`config.mk`:
```
export PLATFORM = sky130hd
export DESIGN_NAME = cci_config_inval
export DESIGN_NICKNAME = d
export VERILOG_FILES = /design/src/core/cci_pkg.sv /design/src/core/cci_config_inval.sv
export VERILOG_INCLUDE_DIRS = /design/src /design/src/core
export SDC_FILE = /design/constraint.sdc
export NUM_CORES = 2
export LEC_CHECK = 0
export ABC_AREA = 1
export BUFFER_PORTS_ARGS = -buffer_cell sky130_fd_sc_hd__buf_4
export CORE_ASPECT_RATIO = 0.5
export CORE_UTILIZATION = 47
export CTS_CLUSTER_DIAMETER = 80
export DETAILED_ROUTE_END_ITERATION = 10
export PLACE_DENSITY = 0.61
export SLEW_MARGIN = 20
export SYNTH_ARGS = -nofsm -noshare
export SYNTH_HDL_FRONTEND = slang
export SYNTH_SLANG_ARGS = --single-unit
```
`constraint.sdc`:
```
create_clock -name core_clk -period 8.4 [get_ports core_clk]
set_input_delay 0.84 -clock core_clk [delete_from_list [all_inputs] [get_ports core_clk]]
set_output_delay 0.84 -clock core_clk [all_outputs]
set_load 0.02 [all_outputs]
```
`src/core/cci_defines.svh`:
```
// offsets, fields, reset values and opcodes of the config cache invalidation block
`ifndef CCI_DEFINES_SVH
`define CCI_DEFINES_SVH

// ----------------------------------------------------------------
// register byte offsets
// ----------------------------------------------------------------
`define CCI_OFS_STREAM  8'h00
`define CCI_OFS_SUBIDX  8'h04
`define CCI_OFS_VMTAG   8'h08
`define CCI_OFS_CMD     8'h0c
`define CCI_OFS_STATUS  8'h10
`define CCI_OFS_CAPS    8'h14
`define CCI_OFS_FILL    8'h18

// ----------------------------------------------------------------
// field positions
// ----------------------------------------------------------------
`define CCI_CMD_OP_HI    7
`define CCI_CMD_SECSEL   8
`define CCI_CMD_LEAF     9
`define CCI_CMD_SQUEUE   10
`define CCI_CMD_RANGE_LO 16
`define CCI_CMD_RANGE_HI 20
`define CCI_ST_ERR       1
`define CCI_FILL_SEC     3
`define CCI_FILL_SLOT_LO 8
`define CCI_FILL_SLOT_HI 10

// ----------------------------------------------------------------
// reset values, widths and entry count
// ----------------------------------------------------------------
`define CCI_CAPS_RST     9'h14f
`define CCI_SUB_W        20
`define CCI_VM_W         16
`define CCI_ENTRIES      8

// ----------------------------------------------------------------
// command opcodes
// ----------------------------------------------------------------
`define CCI_OP_STREAM       8'h03
`define CCI_OP_STREAM_RANGE 8'h04
`define CCI_OP_CONTEXT      8'h05
`define CCI_OP_CONTEXT_ALL  8'h06
`define CCI_OP_PART_MAP     8'h07
`define CCI_OP_ALL       8'h08
`define CCI_OP_SYNC      8'h46
`define CCI_RANGE_ALL    5'h1f

`endif

```
`src/core/cci_pkg.sv`:
```
// types of the config cache invalidation block
package cci_pkg;

  typedef enum logic [2:0] {
    CCI_IDLE = 3'b001,
    CCI_EXEC = 3'b010,
    CCI_SYNC = 3'b100
  } cci_state_t;

  typedef enum logic [2:0] {
    CCI_K_STREAM     = 3'h0,
    CCI_K_L1_STREAM  = 3'h1,
    CCI_K_CONTEXT    = 3'h2,
    CCI_K_L1_CONTEXT = 3'h3,
    CCI_K_VM_DATA    = 3'h4,
    CCI_K_PMAP       = 3'h5
  } cci_kind_t;

endpackage

```
`src/core/cci_config_inval.sv`:
```
// config cache with invalidation command engine behind an axi4-lite slave
// Contract
// single stream command drops stream entry
// leaf zero also drops level-one stream descriptors
// leaf one keeps level-one stream descriptors
// linear table entries dropped for any leaf
// single stream command drops its context descriptors
// single stream command drops vm structure data
// software issues separate tlb invalidation
// range covers aligned block of indices
// range 31 drops whole security state
// range drops descriptors, contexts and vm data
// context command matches table index
// sub-index zero hits table entry zero
// out of range sub-index does nothing
// context leaf zero drops level-one descriptor
// context commands illegal without stage one
// software covers every sharing stream
// whole-stream context command drops all contexts
// software follows with tlb invalidation
// partition map command drops map entries
// partition map illegal cases raise error
// software follows partition map sequence
// software supplies stage2 vm tag
// secure selector from non-secure queue illegal
// sync waits for earlier invalidations
// invalidation applied atomically in one cycle
`timescale 1ns/10ps
`include "cci_defines.svh"

module cci_config_inval
  import cci_pkg::*;
(
  input  wire logic        core_clk,
  input  wire logic        arst_n,
  input  wire logic [7:0]  s_axi_awaddr,
  input  wire logic        s_axi_awvalid,
  output logic             s_axi_awready,
  input  wire logic [31:0] s_axi_wdata,
  input  wire logic [3:0]  s_axi_wstrb,
  input  wire logic        s_axi_wvalid,
  output logic             s_axi_wready,
  output logic [1:0]       s_axi_bresp,
  output logic             s_axi_bvalid,
  input  wire logic        s_axi_bready,
  input  wire logic [7:0]  s_axi_araddr,
  input  wire logic        s_axi_arvalid,
  output logic             s_axi_arready,
  output logic [31:0]      s_axi_rdata,
  output logic [1:0]       s_axi_rresp,
  output logic             s_axi_rvalid,
  input  wire logic        s_axi_rready
);

  // ----------------------------------------------------------------
  // declarations
  // ----------------------------------------------------------------
  localparam int N = `CCI_ENTRIES;

  logic                  aw_hold_ff;
  logic [7:0]            aw_addr_ff;
  logic                  w_hold_ff;
  logic [31:0]           w_data_ff;
  logic [3:0]            w_strb_ff;
  logic                  bvalid_ff;
  logic [1:0]            bresp_ff;
  logic                  rvalid_ff;
  logic [1:0]            rresp_ff;
  logic [31:0]           rdata_ff;
  logic                  wr_fire;
  logic                  wr_ok;
  logic                  wr_busy_reg;
  logic [31:0]           stream_ff;
  logic [`CCI_SUB_W-1:0] subidx_ff;
  logic [`CCI_VM_W-1:0]  vmtag_ff;
  logic [31:0]           cmd_ff;
  logic [8:0]            caps_ff;
  logic                  err_ff;
  logic [7:0]            err_op_ff;
  logic [15:0]           sync_cnt_ff;
  cci_state_t            state_ff;
  cci_state_t            nxt_state;
  logic                  cmd_wr;
  logic                  fill_wr;
  logic                  illegal;
  logic [7:0]            op;
  logic                  sec_sel;
  logic                  leaf;
  logic [4:0]            rng;
  logic [32:0]           blk;
  logic [31:0]           amask;
  logic [N-1:0]          vld_ff;
  logic [N-1:0]          hit;
  logic [31:0]           rd_val;
  logic                  rd_ok;

  assign op   = cmd_ff[`CCI_CMD_OP_HI:0];
  assign sec_sel = cmd_ff[`CCI_CMD_SECSEL];
  assign leaf = cmd_ff[`CCI_CMD_LEAF];
  assign rng  = (op == `CCI_OP_ALL) ? `CCI_RANGE_ALL
                                    : cmd_ff[`CCI_CMD_RANGE_HI:`CCI_CMD_RANGE_LO];

  // ----------------------------------------------------------------
  // axi4-lite write channel
  // ----------------------------------------------------------------
  assign s_axi_awready = !aw_hold_ff && !bvalid_ff;
  assign s_axi_wready  = !w_hold_ff && !bvalid_ff;
  assign s_axi_bvalid  = bvalid_ff;
  assign s_axi_bresp   = bresp_ff;
  assign wr_fire       = aw_hold_ff && w_hold_ff && !bvalid_ff;
  assign wr_busy_reg   = (aw_addr_ff == `CCI_OFS_CMD) || (aw_addr_ff == `CCI_OFS_FILL);
  assign wr_ok = ((aw_addr_ff == `CCI_OFS_STREAM) || (aw_addr_ff == `CCI_OFS_SUBIDX) ||
                  (aw_addr_ff == `CCI_OFS_VMTAG) || (aw_addr_ff == `CCI_OFS_STATUS) ||
                  (aw_addr_ff == `CCI_OFS_CAPS) || wr_busy_reg) &&
                 !(wr_busy_reg && state_ff != CCI_IDLE);
  assign cmd_wr  = wr_fire && wr_ok && (aw_addr_ff == `CCI_OFS_CMD);
  assign fill_wr = wr_fire && wr_ok && (aw_addr_ff == `CCI_OFS_FILL);

  always_ff @(posedge core_clk or negedge arst_n) begin
    if (!arst_n) begin
      aw_hold_ff <= 1'b0;
      aw_addr_ff <= 8'h00;
      w_hold_ff  <= 1'b0;
      w_data_ff  <= 32'h0;
      w_strb_ff  <= 4'h0;
      bvalid_ff  <= 1'b0;
      bresp_ff   <= 2'h0;
    end else begin
      if (s_axi_awvalid && s_axi_awready) begin
        aw_hold_ff <= 1'b1;
        aw_addr_ff <= {s_axi_awaddr[7:2], 2'h0};
      end
      if (s_axi_wvalid && s_axi_wready) begin
        w_hold_ff <= 1'b1;
        w_data_ff <= s_axi_wdata;
        w_strb_ff <= s_axi_wstrb;
      end
      if (wr_fire) begin
        aw_hold_ff <= 1'b0;
        w_hold_ff  <= 1'b0;
        bvalid_ff  <= 1'b1;
        bresp_ff   <= wr_ok ? 2'h0 : 2'h2;
      end else if (bvalid_ff && s_axi_bready) begin
        bvalid_ff <= 1'b0;
      end
    end
  end

  // ----------------------------------------------------------------
  // software registers
  // ----------------------------------------------------------------
  always_ff @(posedge core_clk or negedge arst_n) begin
    if (!arst_n) begin
      stream_ff <= 32'h0;
      subidx_ff <= '0;
      vmtag_ff  <= '0;
      cmd_ff    <= 32'h0;
      caps_ff   <= `CCI_CAPS_RST;
    end else if (wr_fire && wr_ok && w_strb_ff == 4'hf) begin
      if (aw_addr_ff == `CCI_OFS_STREAM) begin
        stream_ff <= w_data_ff;
      end else if (aw_addr_ff == `CCI_OFS_SUBIDX) begin
        subidx_ff <= w_data_ff[`CCI_SUB_W-1:0];
      end else if (aw_addr_ff == `CCI_OFS_VMTAG) begin
        vmtag_ff <= w_data_ff[`CCI_VM_W-1:0];
      end else if (aw_addr_ff == `CCI_OFS_CMD) begin
        cmd_ff <= w_data_ff;
      end else if (aw_addr_ff == `CCI_OFS_CAPS) begin
        caps_ff <= w_data_ff[8:0];
      end
    end
  end

  // ----------------------------------------------------------------
  // command legality
  // ----------------------------------------------------------------
  // refused command cases
  assign illegal = (sec_sel && !cmd_ff[`CCI_CMD_SQUEUE]) ||
                   ((op == `CCI_OP_CONTEXT || op == `CCI_OP_CONTEXT_ALL) && !caps_ff[0]) ||
                   (op == `CCI_OP_PART_MAP && (!caps_ff[1] || !caps_ff[sec_sel ? 3 : 2])) ||
                   (op != `CCI_OP_STREAM && op != `CCI_OP_STREAM_RANGE &&
                    op != `CCI_OP_CONTEXT && op != `CCI_OP_CONTEXT_ALL &&
                    op != `CCI_OP_PART_MAP && op != `CCI_OP_ALL && op != `CCI_OP_SYNC);

  // ----------------------------------------------------------------
  // command engine
  // ----------------------------------------------------------------
  always_comb begin
    nxt_state = state_ff;
    case (state_ff)
      CCI_IDLE: nxt_state = cmd_wr ? CCI_EXEC : CCI_IDLE;
      // sync only after invalidation applied
      CCI_EXEC: nxt_state = (op == `CCI_OP_SYNC && !illegal) ? CCI_SYNC : CCI_IDLE;
      CCI_SYNC: nxt_state = CCI_IDLE;
      default:  nxt_state = CCI_IDLE;
    endcase
  end

  always_ff @(posedge core_clk or negedge arst_n) begin
    if (!arst_n) begin
      state_ff <= CCI_IDLE;
    end else begin
      state_ff <= nxt_state;
    end
  end

  always_ff @(posedge core_clk or negedge arst_n) begin
    if (!arst_n) begin
      err_ff      <= 1'b0;
      err_op_ff   <= 8'h00;
      sync_cnt_ff <= 16'h0;
    end else begin
      // error set wins over software clear
      if (state_ff == CCI_EXEC && illegal) begin
        err_ff    <= 1'b1;
        err_op_ff <= op;
      end else if (wr_fire && aw_addr_ff == `CCI_OFS_STATUS && w_data_ff[`CCI_ST_ERR]) begin
        err_ff <= 1'b0;
      end
      if (state_ff == CCI_SYNC) begin
        sync_cnt_ff <= sync_cnt_ff + 16'h1;
      end
    end
  end

  // aligned block mask
  assign blk   = (33'h1 << ({1'b0, rng} + 6'h1)) - 33'h1;
  // range 31 clears the whole mask
  assign amask = ~blk[31:0];

  // ----------------------------------------------------------------
  // cache entries
  // ----------------------------------------------------------------
  genvar g;
  generate
    for (g = 0; g < N; g++) begin : g_ent
      cci_kind_t             kind_ff;
      logic                  sec_ff;
      logic [31:0]           sid_ff;
      logic [`CCI_SUB_W-1:0] ssid_ff;
      logic [`CCI_VM_W-1:0]  vm_ff;
      logic                  sid_eq;
      logic                  in_rng;
      assign sid_eq = vld_ff[g] && (sec_ff == sec_sel) && (sid_ff == stream_ff);
      assign in_rng = vld_ff[g] && (sec_ff == sec_sel) &&
                      ((sid_ff & amask) == (stream_ff & amask));
      always_comb begin
        hit[g] = 1'b0;
        if (op == `CCI_OP_STREAM) begin
          // entry, contexts and vm data
          // level-one descriptor only on leaf zero
          hit[g] = sid_eq && (kind_ff != CCI_K_PMAP) &&
                   (kind_ff != CCI_K_L1_STREAM || !leaf);
        end else if (op == `CCI_OP_STREAM_RANGE || op == `CCI_OP_ALL) begin
          // all structures but partition map entries in the block
          hit[g] = in_rng && (kind_ff != CCI_K_PMAP);
        end else if (op == `CCI_OP_CONTEXT) begin
          // exact table index match
          // level-one context on leaf zero
          hit[g] = sid_eq && ((kind_ff == CCI_K_CONTEXT && ssid_ff == subidx_ff) ||
                              (kind_ff == CCI_K_L1_CONTEXT && !leaf));
        end else if (op == `CCI_OP_CONTEXT_ALL) begin
          // every context of the stream
          hit[g] = sid_eq && (kind_ff == CCI_K_CONTEXT || kind_ff == CCI_K_L1_CONTEXT);
        end else if (op == `CCI_OP_PART_MAP) begin
          // partition map by vm tag
          hit[g] = vld_ff[g] && kind_ff == CCI_K_PMAP && sec_ff == sec_sel && vm_ff == vmtag_ff;
        end
      end

      always_ff @(posedge core_clk or negedge arst_n) begin
        if (!arst_n) begin
          vld_ff[g] <= 1'b0;
          kind_ff   <= CCI_K_STREAM;
          sec_ff    <= 1'b0;
          sid_ff    <= 32'h0;
          ssid_ff   <= '0;
          vm_ff     <= '0;
        end else if (fill_wr &&
                     w_data_ff[`CCI_FILL_SLOT_HI:`CCI_FILL_SLOT_LO] == 3'(g)) begin
          vld_ff[g] <= 1'b1;
          kind_ff   <= cci_kind_t'(w_data_ff[2:0]);
          sec_ff    <= w_data_ff[`CCI_FILL_SEC];
          sid_ff    <= stream_ff;
          ssid_ff   <= subidx_ff;
          vm_ff     <= vmtag_ff;
        // all hits cleared on one edge
        end else if (state_ff == CCI_EXEC && !illegal && hit[g]) begin
          vld_ff[g] <= 1'b0;
        end
      end
    end
  endgenerate

  // ----------------------------------------------------------------
  // axi4-lite read channel
  // ----------------------------------------------------------------
  assign s_axi_arready = !rvalid_ff;
  assign s_axi_rvalid  = rvalid_ff;
  assign s_axi_rdata   = rdata_ff;
  assign s_axi_rresp   = rresp_ff;

  always_comb begin
    rd_val = 32'h0;
    rd_ok  = 1'b1;
    if (s_axi_araddr[7:2] == `CCI_OFS_STREAM >> 2) begin
      rd_val = stream_ff;
    end else if (s_axi_araddr[7:2] == `CCI_OFS_SUBIDX >> 2) begin
      rd_val = {12'h0, subidx_ff};
    end else if (s_axi_araddr[7:2] == `CCI_OFS_VMTAG >> 2) begin
      rd_val = {16'h0, vmtag_ff};
    end else if (s_axi_araddr[7:2] == `CCI_OFS_CMD >> 2) begin
      rd_val = cmd_ff;
    end else if (s_axi_araddr[7:2] == `CCI_OFS_STATUS >> 2) begin
      rd_val = {sync_cnt_ff, err_op_ff, 6'h0, err_ff, state_ff != CCI_IDLE};
    end else if (s_axi_araddr[7:2] == `CCI_OFS_CAPS >> 2) begin
      rd_val = {23'h0, caps_ff};
    end else if (s_axi_araddr[7:2] == `CCI_OFS_FILL >> 2) begin
      rd_val = {24'h0, vld_ff};
    end else begin
      rd_ok = 1'b0;
    end
  end

  always_ff @(posedge core_clk or negedge arst_n) begin
    if (!arst_n) begin
      rvalid_ff <= 1'b0;
      rdata_ff  <= 32'h0;
      rresp_ff  <= 2'h0;
    end else if (s_axi_arvalid && !rvalid_ff) begin
      rvalid_ff <= 1'b1;
      rdata_ff  <= rd_val;
      rresp_ff  <= rd_ok ? 2'h0 : 2'h2;
    end else if (rvalid_ff && s_axi_rready) begin
      rvalid_ff <= 1'b0;
    end
  end

endmodule // cci_config_inval

```
* Word level (Yosys, flattened, before mapping)
Cells that the tools add are included.
Storage, ports and cells: register bits 803, input bits 59, output and inout port bits 41, word-level logic and storage cells 511
Cells by class: add/subtract/negate cells 3, order comparisons 1, eq/ne operators 118, shifts and indexed selects 1, multiplexer cells 90, bitwise gates (word level) 14, reductions and logical operators 217
Operators with widths (number):
- == test 32 bit | 16
- bitwise AND 32 bit | 9
- == test 20 bit | 8
- two-way mux 32 bit | 5
- logical AND 1 bit | 149
- == test 16 bit | 8
- two-way mux 1 bit | 76
- == test 3 x 2 -> 1 bit (second input constant) | 19
- == test 3 bit (second input constant) | 13
- == test 6 x 3 -> 1 bit (second input constant) | 6
- logical OR 1 bit | 36
- == test 8 x 3 -> 1 bit (second input constant) | 4
- != test 8 x 3 -> 1 bit (second input constant) | 4
- NOT 32 bit | 1
- << shifter 1 x 6 -> 32 bit (first input constant) | 1
- subtractor 32 x 1 -> 32 bit (second input constant) | 1
- != test 3 x 1 -> 1 bit (second input constant) | 9
- nonzero test 2 bit | 13
- == test 6 x 2 -> 1 bit (second input constant) | 4
- != test 3 bit (second input constant) | 8
- adder 16 x 1 -> 16 bit (second input constant) | 1
- == test 6 x 1 -> 1 bit (second input constant) | 2
- zero test 1 bit | 11
- two-way mux 9 bit | 1
- 26 further kinds | 39

* Longest topological paths before layout
word-level depth 15, gate-level depth with buffers 27, mapped depth without buffers 26

* Worst setup path before layout
No wires, ideal clock.
kind register -> register, start point register cmd_ff[2], end point register vld_ff[4], library setup time 126 ps, arrival 2876 ps, data required time 8274 ps, setup slack 5398 ps, stages on the path, launching flop included 27, buffers on the path 1, clock period less this slack 3002 ps, cell sequence dfrtp_1 -> inv_2 -> nand2_1 -> nor2_2 -> nand2_4 -> o21ai_2 -> nand2_2 -> nand2_4 -> inv_2 -> buf_2 -> nand2_1 -> ha_1 -> inv_1 -> nor2_1 -> nand3_2 -> nor2_2 -> nand3_2 -> nand3_1 -> nand2_1 -> nor2_1 -> nand2_1 -> nor2_1 -> nand2_1 -> nand2_1 -> nand2_1 -> nand2_1 -> nand2_1
Between the ends: word-level cells in the longest chain between the ends 14
RTL lines:
- start, declared | line cci_config_inval.sv:76 | logic [31:0] cmd_ff;
- start signal, assigned | line cci_config_inval.sv:167 | cmd_ff <= w_data_ff;
- == test 8 x 4 -> 1 bit (no source line)
- two-way mux 5 bit | line cci_config_inval.sv:100 | assign rng = (op == `CCI_OP_ALL) ? `CCI_RANGE_ALL
- adder 5 x 1 -> 6 bit | line cci_config_inval.sv:227 | assign blk = (33'h1 << ({1'b0, rng} + 6'h1)) - 33'h1;
- << shifter 1 x 6 -> 32 bit | line cci_config_inval.sv:227
- subtractor 32 x 1 -> 32 bit | line cci_config_inval.sv:227
- NOT 32 bit | line cci_config_inval.sv:229 | assign amask = ~blk[31:0];
- bitwise AND 32 bit | line cci_config_inval.sv:246 | ((sid_ff & amask) == (stream_ff & amask));
- == test 32 bit | line cci_config_inval.sv:246
- logical AND 1 bit | line cci_config_inval.sv:245 | assign in_rng = vld_ff[g] && (sec_ff == sec_sel) &&
- logical AND 1 bit | line cci_config_inval.sv:256 | hit[g] = in_rng && (kind_ff != CCI_K_PMAP);
- two-way mux 1 bit | line cci_config_inval.sv:254 | end else if (op == `CCI_OP_STREAM_RANGE || op == `CCI_OP_ALL) begin
- two-way mux 1 bit | line cci_config_inval.sv:249 | if (op == `CCI_OP_STREAM) begin
- logical AND 1 bit (*) | line cci_config_inval.sv:288 | end else if (state_ff == CCI_EXEC && !illegal && hit[g]) begin
- nonzero test 2 bit (no source line) (*)
- end signal, assigned by index | line cci_config_inval.sv:273 | vld_ff[g] <= 1'b0;
- end signal, assigned by index | line cci_config_inval.sv:281 | vld_ff[g] <= 1'b1;
- end signal, assigned by index | line cci_config_inval.sv:289 | vld_ff[g] <= 1'b0;
- end, declared | line cci_config_inval.sv:92 | logic [N-1:0] vld_ff;
Every way passes the cells marked *; elsewhere a longest branch is shown, timed or not. A chain may end at the register's enable or synchronous reset.

* Worst setup path in the final report
start point register cmd_ff[1], end point register vld_ff[7]
The elaborated chain is that of the path after synthesis.

==> flow_summary.ini <==
[cells_and_area]
drive_gt1_share_pct = 8.24
syn2layout_area_growth_pct = 10.2
mostFrequentLayoutCells = nand2_1 (1196), dfrtp_1 (794), o21ai_0 (774)
nets = 4814
design_area_um2 = 44400
final_common_cell = nand2_1

[sta]
fin_crit_ps = 4690
slew_headroom_pct = 15.3
fin_crit_sh_pct = 55.9
finClkSkew_ps = 26.8
rsz0062_at_grt = false
final.setup.tns_ps = 0
worst_pin_slew_ps = 1260
maxSlewViolCount = 0
max_freq_mhz = 213
fin_hold_ws_ps = 140
hold_viol = 0
final.setup.worst_slack_ps = 3710
setup_viol = 0

[worst_setup_path]
path_class = flip-flop to flip-flop
worstSetupPathDepth = 24
critical_path_arrival_ps = 5220
path_buf_inv = 2
critPathMaxFanout = 16
crit_slowest_cell = dfrtp_1
crit_chain = inv_2 > nand2_1 > nor2_2 > nand2_4 > o21ai_2 > nand2_2 > nand2_4 > inv_2 > nand2_1 > ha_1 > nand2_1 > nor2_4 > nand3_1 > nand2_1 > nand3_1 > nand2_1 > nor2_1 > nand3_1 > nor2_1 > nand3_1 > nand2_1 > nand2_1 > nand2_1 > nand2_1
cpPeakStageDelay_ps = 480
path_delay_family = simple AND/OR/NAND/NOR gates
reg2regPathDepth = 24
cp_common_cell = nand2_1
worst_ep_required_time_ps = 8920
crit_path_end_kind = flip-flop
start_kind = flip-flop

[placed_design]
gp_congestion = 1.02
dp_hpwl_um = 105000
preCtsSetupSlack_ps = 3870
postPlaceCellArea_um2 = 41800
portBuffers = 93

[run_status]
status = finished clean

[clock_tree]
clkTransAtPathRegs_ps = 70
h-tree-depth = 3
root_buffer = clkbuf_16
hold_buffers = 0
clkLatencyLatePin_ps = 690
cts.repair.resized = 0
ctsLongestPathBuffers = 3
cts_made_buffers = 75
cts_sinks = 801
cts_setup_buffers = 0
cts_tree = done

[route]
drt-initial-drc-count = 4324
drc = 0
routed_wl_um = 145000
vias_per_cell = 5.70
postRouteAntennaNets = 0
wire_per_inst_um = 24.4
vias = 33773
detail_route.first_pass.iterations = 5

[die]
io_pins = 100
die_h_um = 209
start_util_pct = 47.8
dieArea_um2 = 87000
fp.dieW_um = 416
core_area_um2 = 84400
rows = 75

[run]
drv_cap = 0

[yosys]
synth.distinct_cells = 59
synthTopCellsByArea = dfrtp_1 (49%), nand2_1 (11%), o21ai_0 (9.6%)
yosysTopAreaCellShare_pct = 49.3
synth.cell_area_um2 = 40300
synth_edf_count = 0
ys_warn_count = 0
synth-async-reset-ratio_pct = 100
yosysTopAreaCell = dfrtp_1
synthCells = 4805
synth.avg_cell_area_um2 = 8.39
ys_seq_area_share_pct = 49.7
yosys_register_bits = 801
synth-main-ff-cell = dfrtp_1

[global_route]
met2_usage_pct = 48.1
grt_pass1_wl_um = 213000
grt_util_met1_pct = 50.6
grt_pass1_vias = 31092
grt_usage_pct = 33.4
top_usage_layer = met1
grt_max_degree = 159
grt-ovfl-total = 0
use_met3_pct = 5.87
antenna_found_initial = 6

[worst_hold_path]
hold_class = primary input to asynchronous set/reset pin

[power]
power.density_nw_per_um2 = 192
peakVddDrop_uv = 128
design_power_total_mw = 8.53
p_leak_nw = 22.2
==> state kept, by name (all words and copies together) (netlist names), 16 cells and up <==
signal and count:
sync_cnt_ff 16, stream_ff 32, w_data_ff 32, s_axi_rdata 32, vmtag_ff 16, subidx_ff 20, cmd_ff 32, g_ent.vm_ff 128
g_ent.kind_ff 24, g_ent.ssid_ff 160, g_ent.sid_ff 256
==> cells in the mapped netlist (all sizes together) (3+ instances only) <==
library cell	instances
o22ai	6
nor3	38
mux2	6
nor2	307
o31ai	7
or4	12
xnor2	144
nand2	1226
a2111oi	10
dfstp	7
nor4b	3
or2	45
clkbuf	222
inv	260
a221oi	14
xor2	356
o21ai	781
nor4	80
a211oi	8
a31oi	3
nand4	97
nand3	223
o41ai	6
a21oi	79
nor3b	5
buf	37
dfrtp	794
nand3b	8
==> cell families (layout without fill, tap and decap cells) <==
kind of cell,count (synthesis),count (layout),synth area share (%)
flops,801,801,49.7
xor+xnor,500,500,10.9
mux,6,6,0.168
fa+ha+maj,2,2,0.0621
simple gates,2046,2046,22.2
compound gates,927,927,12.1
other cells,2,9,0.0186
buf+inv,521,522,4.91
==> worst register-to-register path: stages (launching register included) <==
cell and delay, ps:
dfrtp_1 480, inv_2 90, nand2_1 100, nor2_2 60, nand2_4 190, o21ai_2 130
nand2_2 130, nand2_4 140, inv_2 340, nand2_1 170, ha_1 250, nand2_1 440
nor2_4 90, nand3_1 210, nand2_1 300, nand3_1 180, nand2_1 60, nor2_1 170
nand3_1 160, nor2_1 160, nand3_1 370, nand2_1 160, nand2_1 60, nand2_1 60
nand2_1 50
==> report_power, final <==
part	leakage [nW]	internal, mW	total (mW)	switching [mW]
Sequential	11.0	3.98	4.04	0.0642
Clock	1.26	2.03	3.64	1.61
Combinational	9.93	0.177	0.849	0.672
==> worst paths after layout <==
check                                                  from                         endpoint  slack [ps]
min in group core_clk                          s_axi_bready         s_axi_bvalid$_DFFE_PN0P_         350
max in group asynchronous                            arst_n  g_ent[0].kind_ff[1]$_DFFE_PN0P_        6260
worst max register to register        cmd_ff[1]$_DFFE_PN0P_            vld_ff[7]$_DFFE_PN0P_        3710
worst min register to register  sync_cnt_ff[14]$_DFFE_PN0N_      sync_cnt_ff[14]$_DFFE_PN0N_         470
worst min-delay path                                 arst_n  g_ent[3].sid_ff[18]$_DFFE_PN0P_         140
worst max-delay path                  cmd_ff[1]$_DFFE_PN0P_            vld_ff[7]$_DFFE_PN0P_        3710
==> layout make-up <==
| class | instances | area [µm²] |
|---|---|---|
| fill | 7980 | 40000 |
| clock inverter | 26 | 410 |
| inverter | 262 | 983 |
| tap | 1116 | 1400 |
| antenna | 6 | 15.0 |
| multi-input combinational | 3484 | 18400 |
| clock buffer | 105 | 2150 |
| timing repair buffer | 129 | 1010 |
| sequential | 801 | 20100 |
==> metrics by stage <==
step,util [%],instances
CTS,52.6,5923
finish,52.6,5929
detailed placement,49.6,5792
floorplan,-,4806
global placement,49.6,5792
global route,52.6,5923
==> routing by layer <==
metal	routed length (µm)	part of all wire (%)	up-vias
met5	0	0	-
met3	11400	7.9	186
met1	67700	47	16658
met4	4660	3.2	0
met2	61100	42	1265
li1	-	-	15664
(Power assumes the default switching activity.)
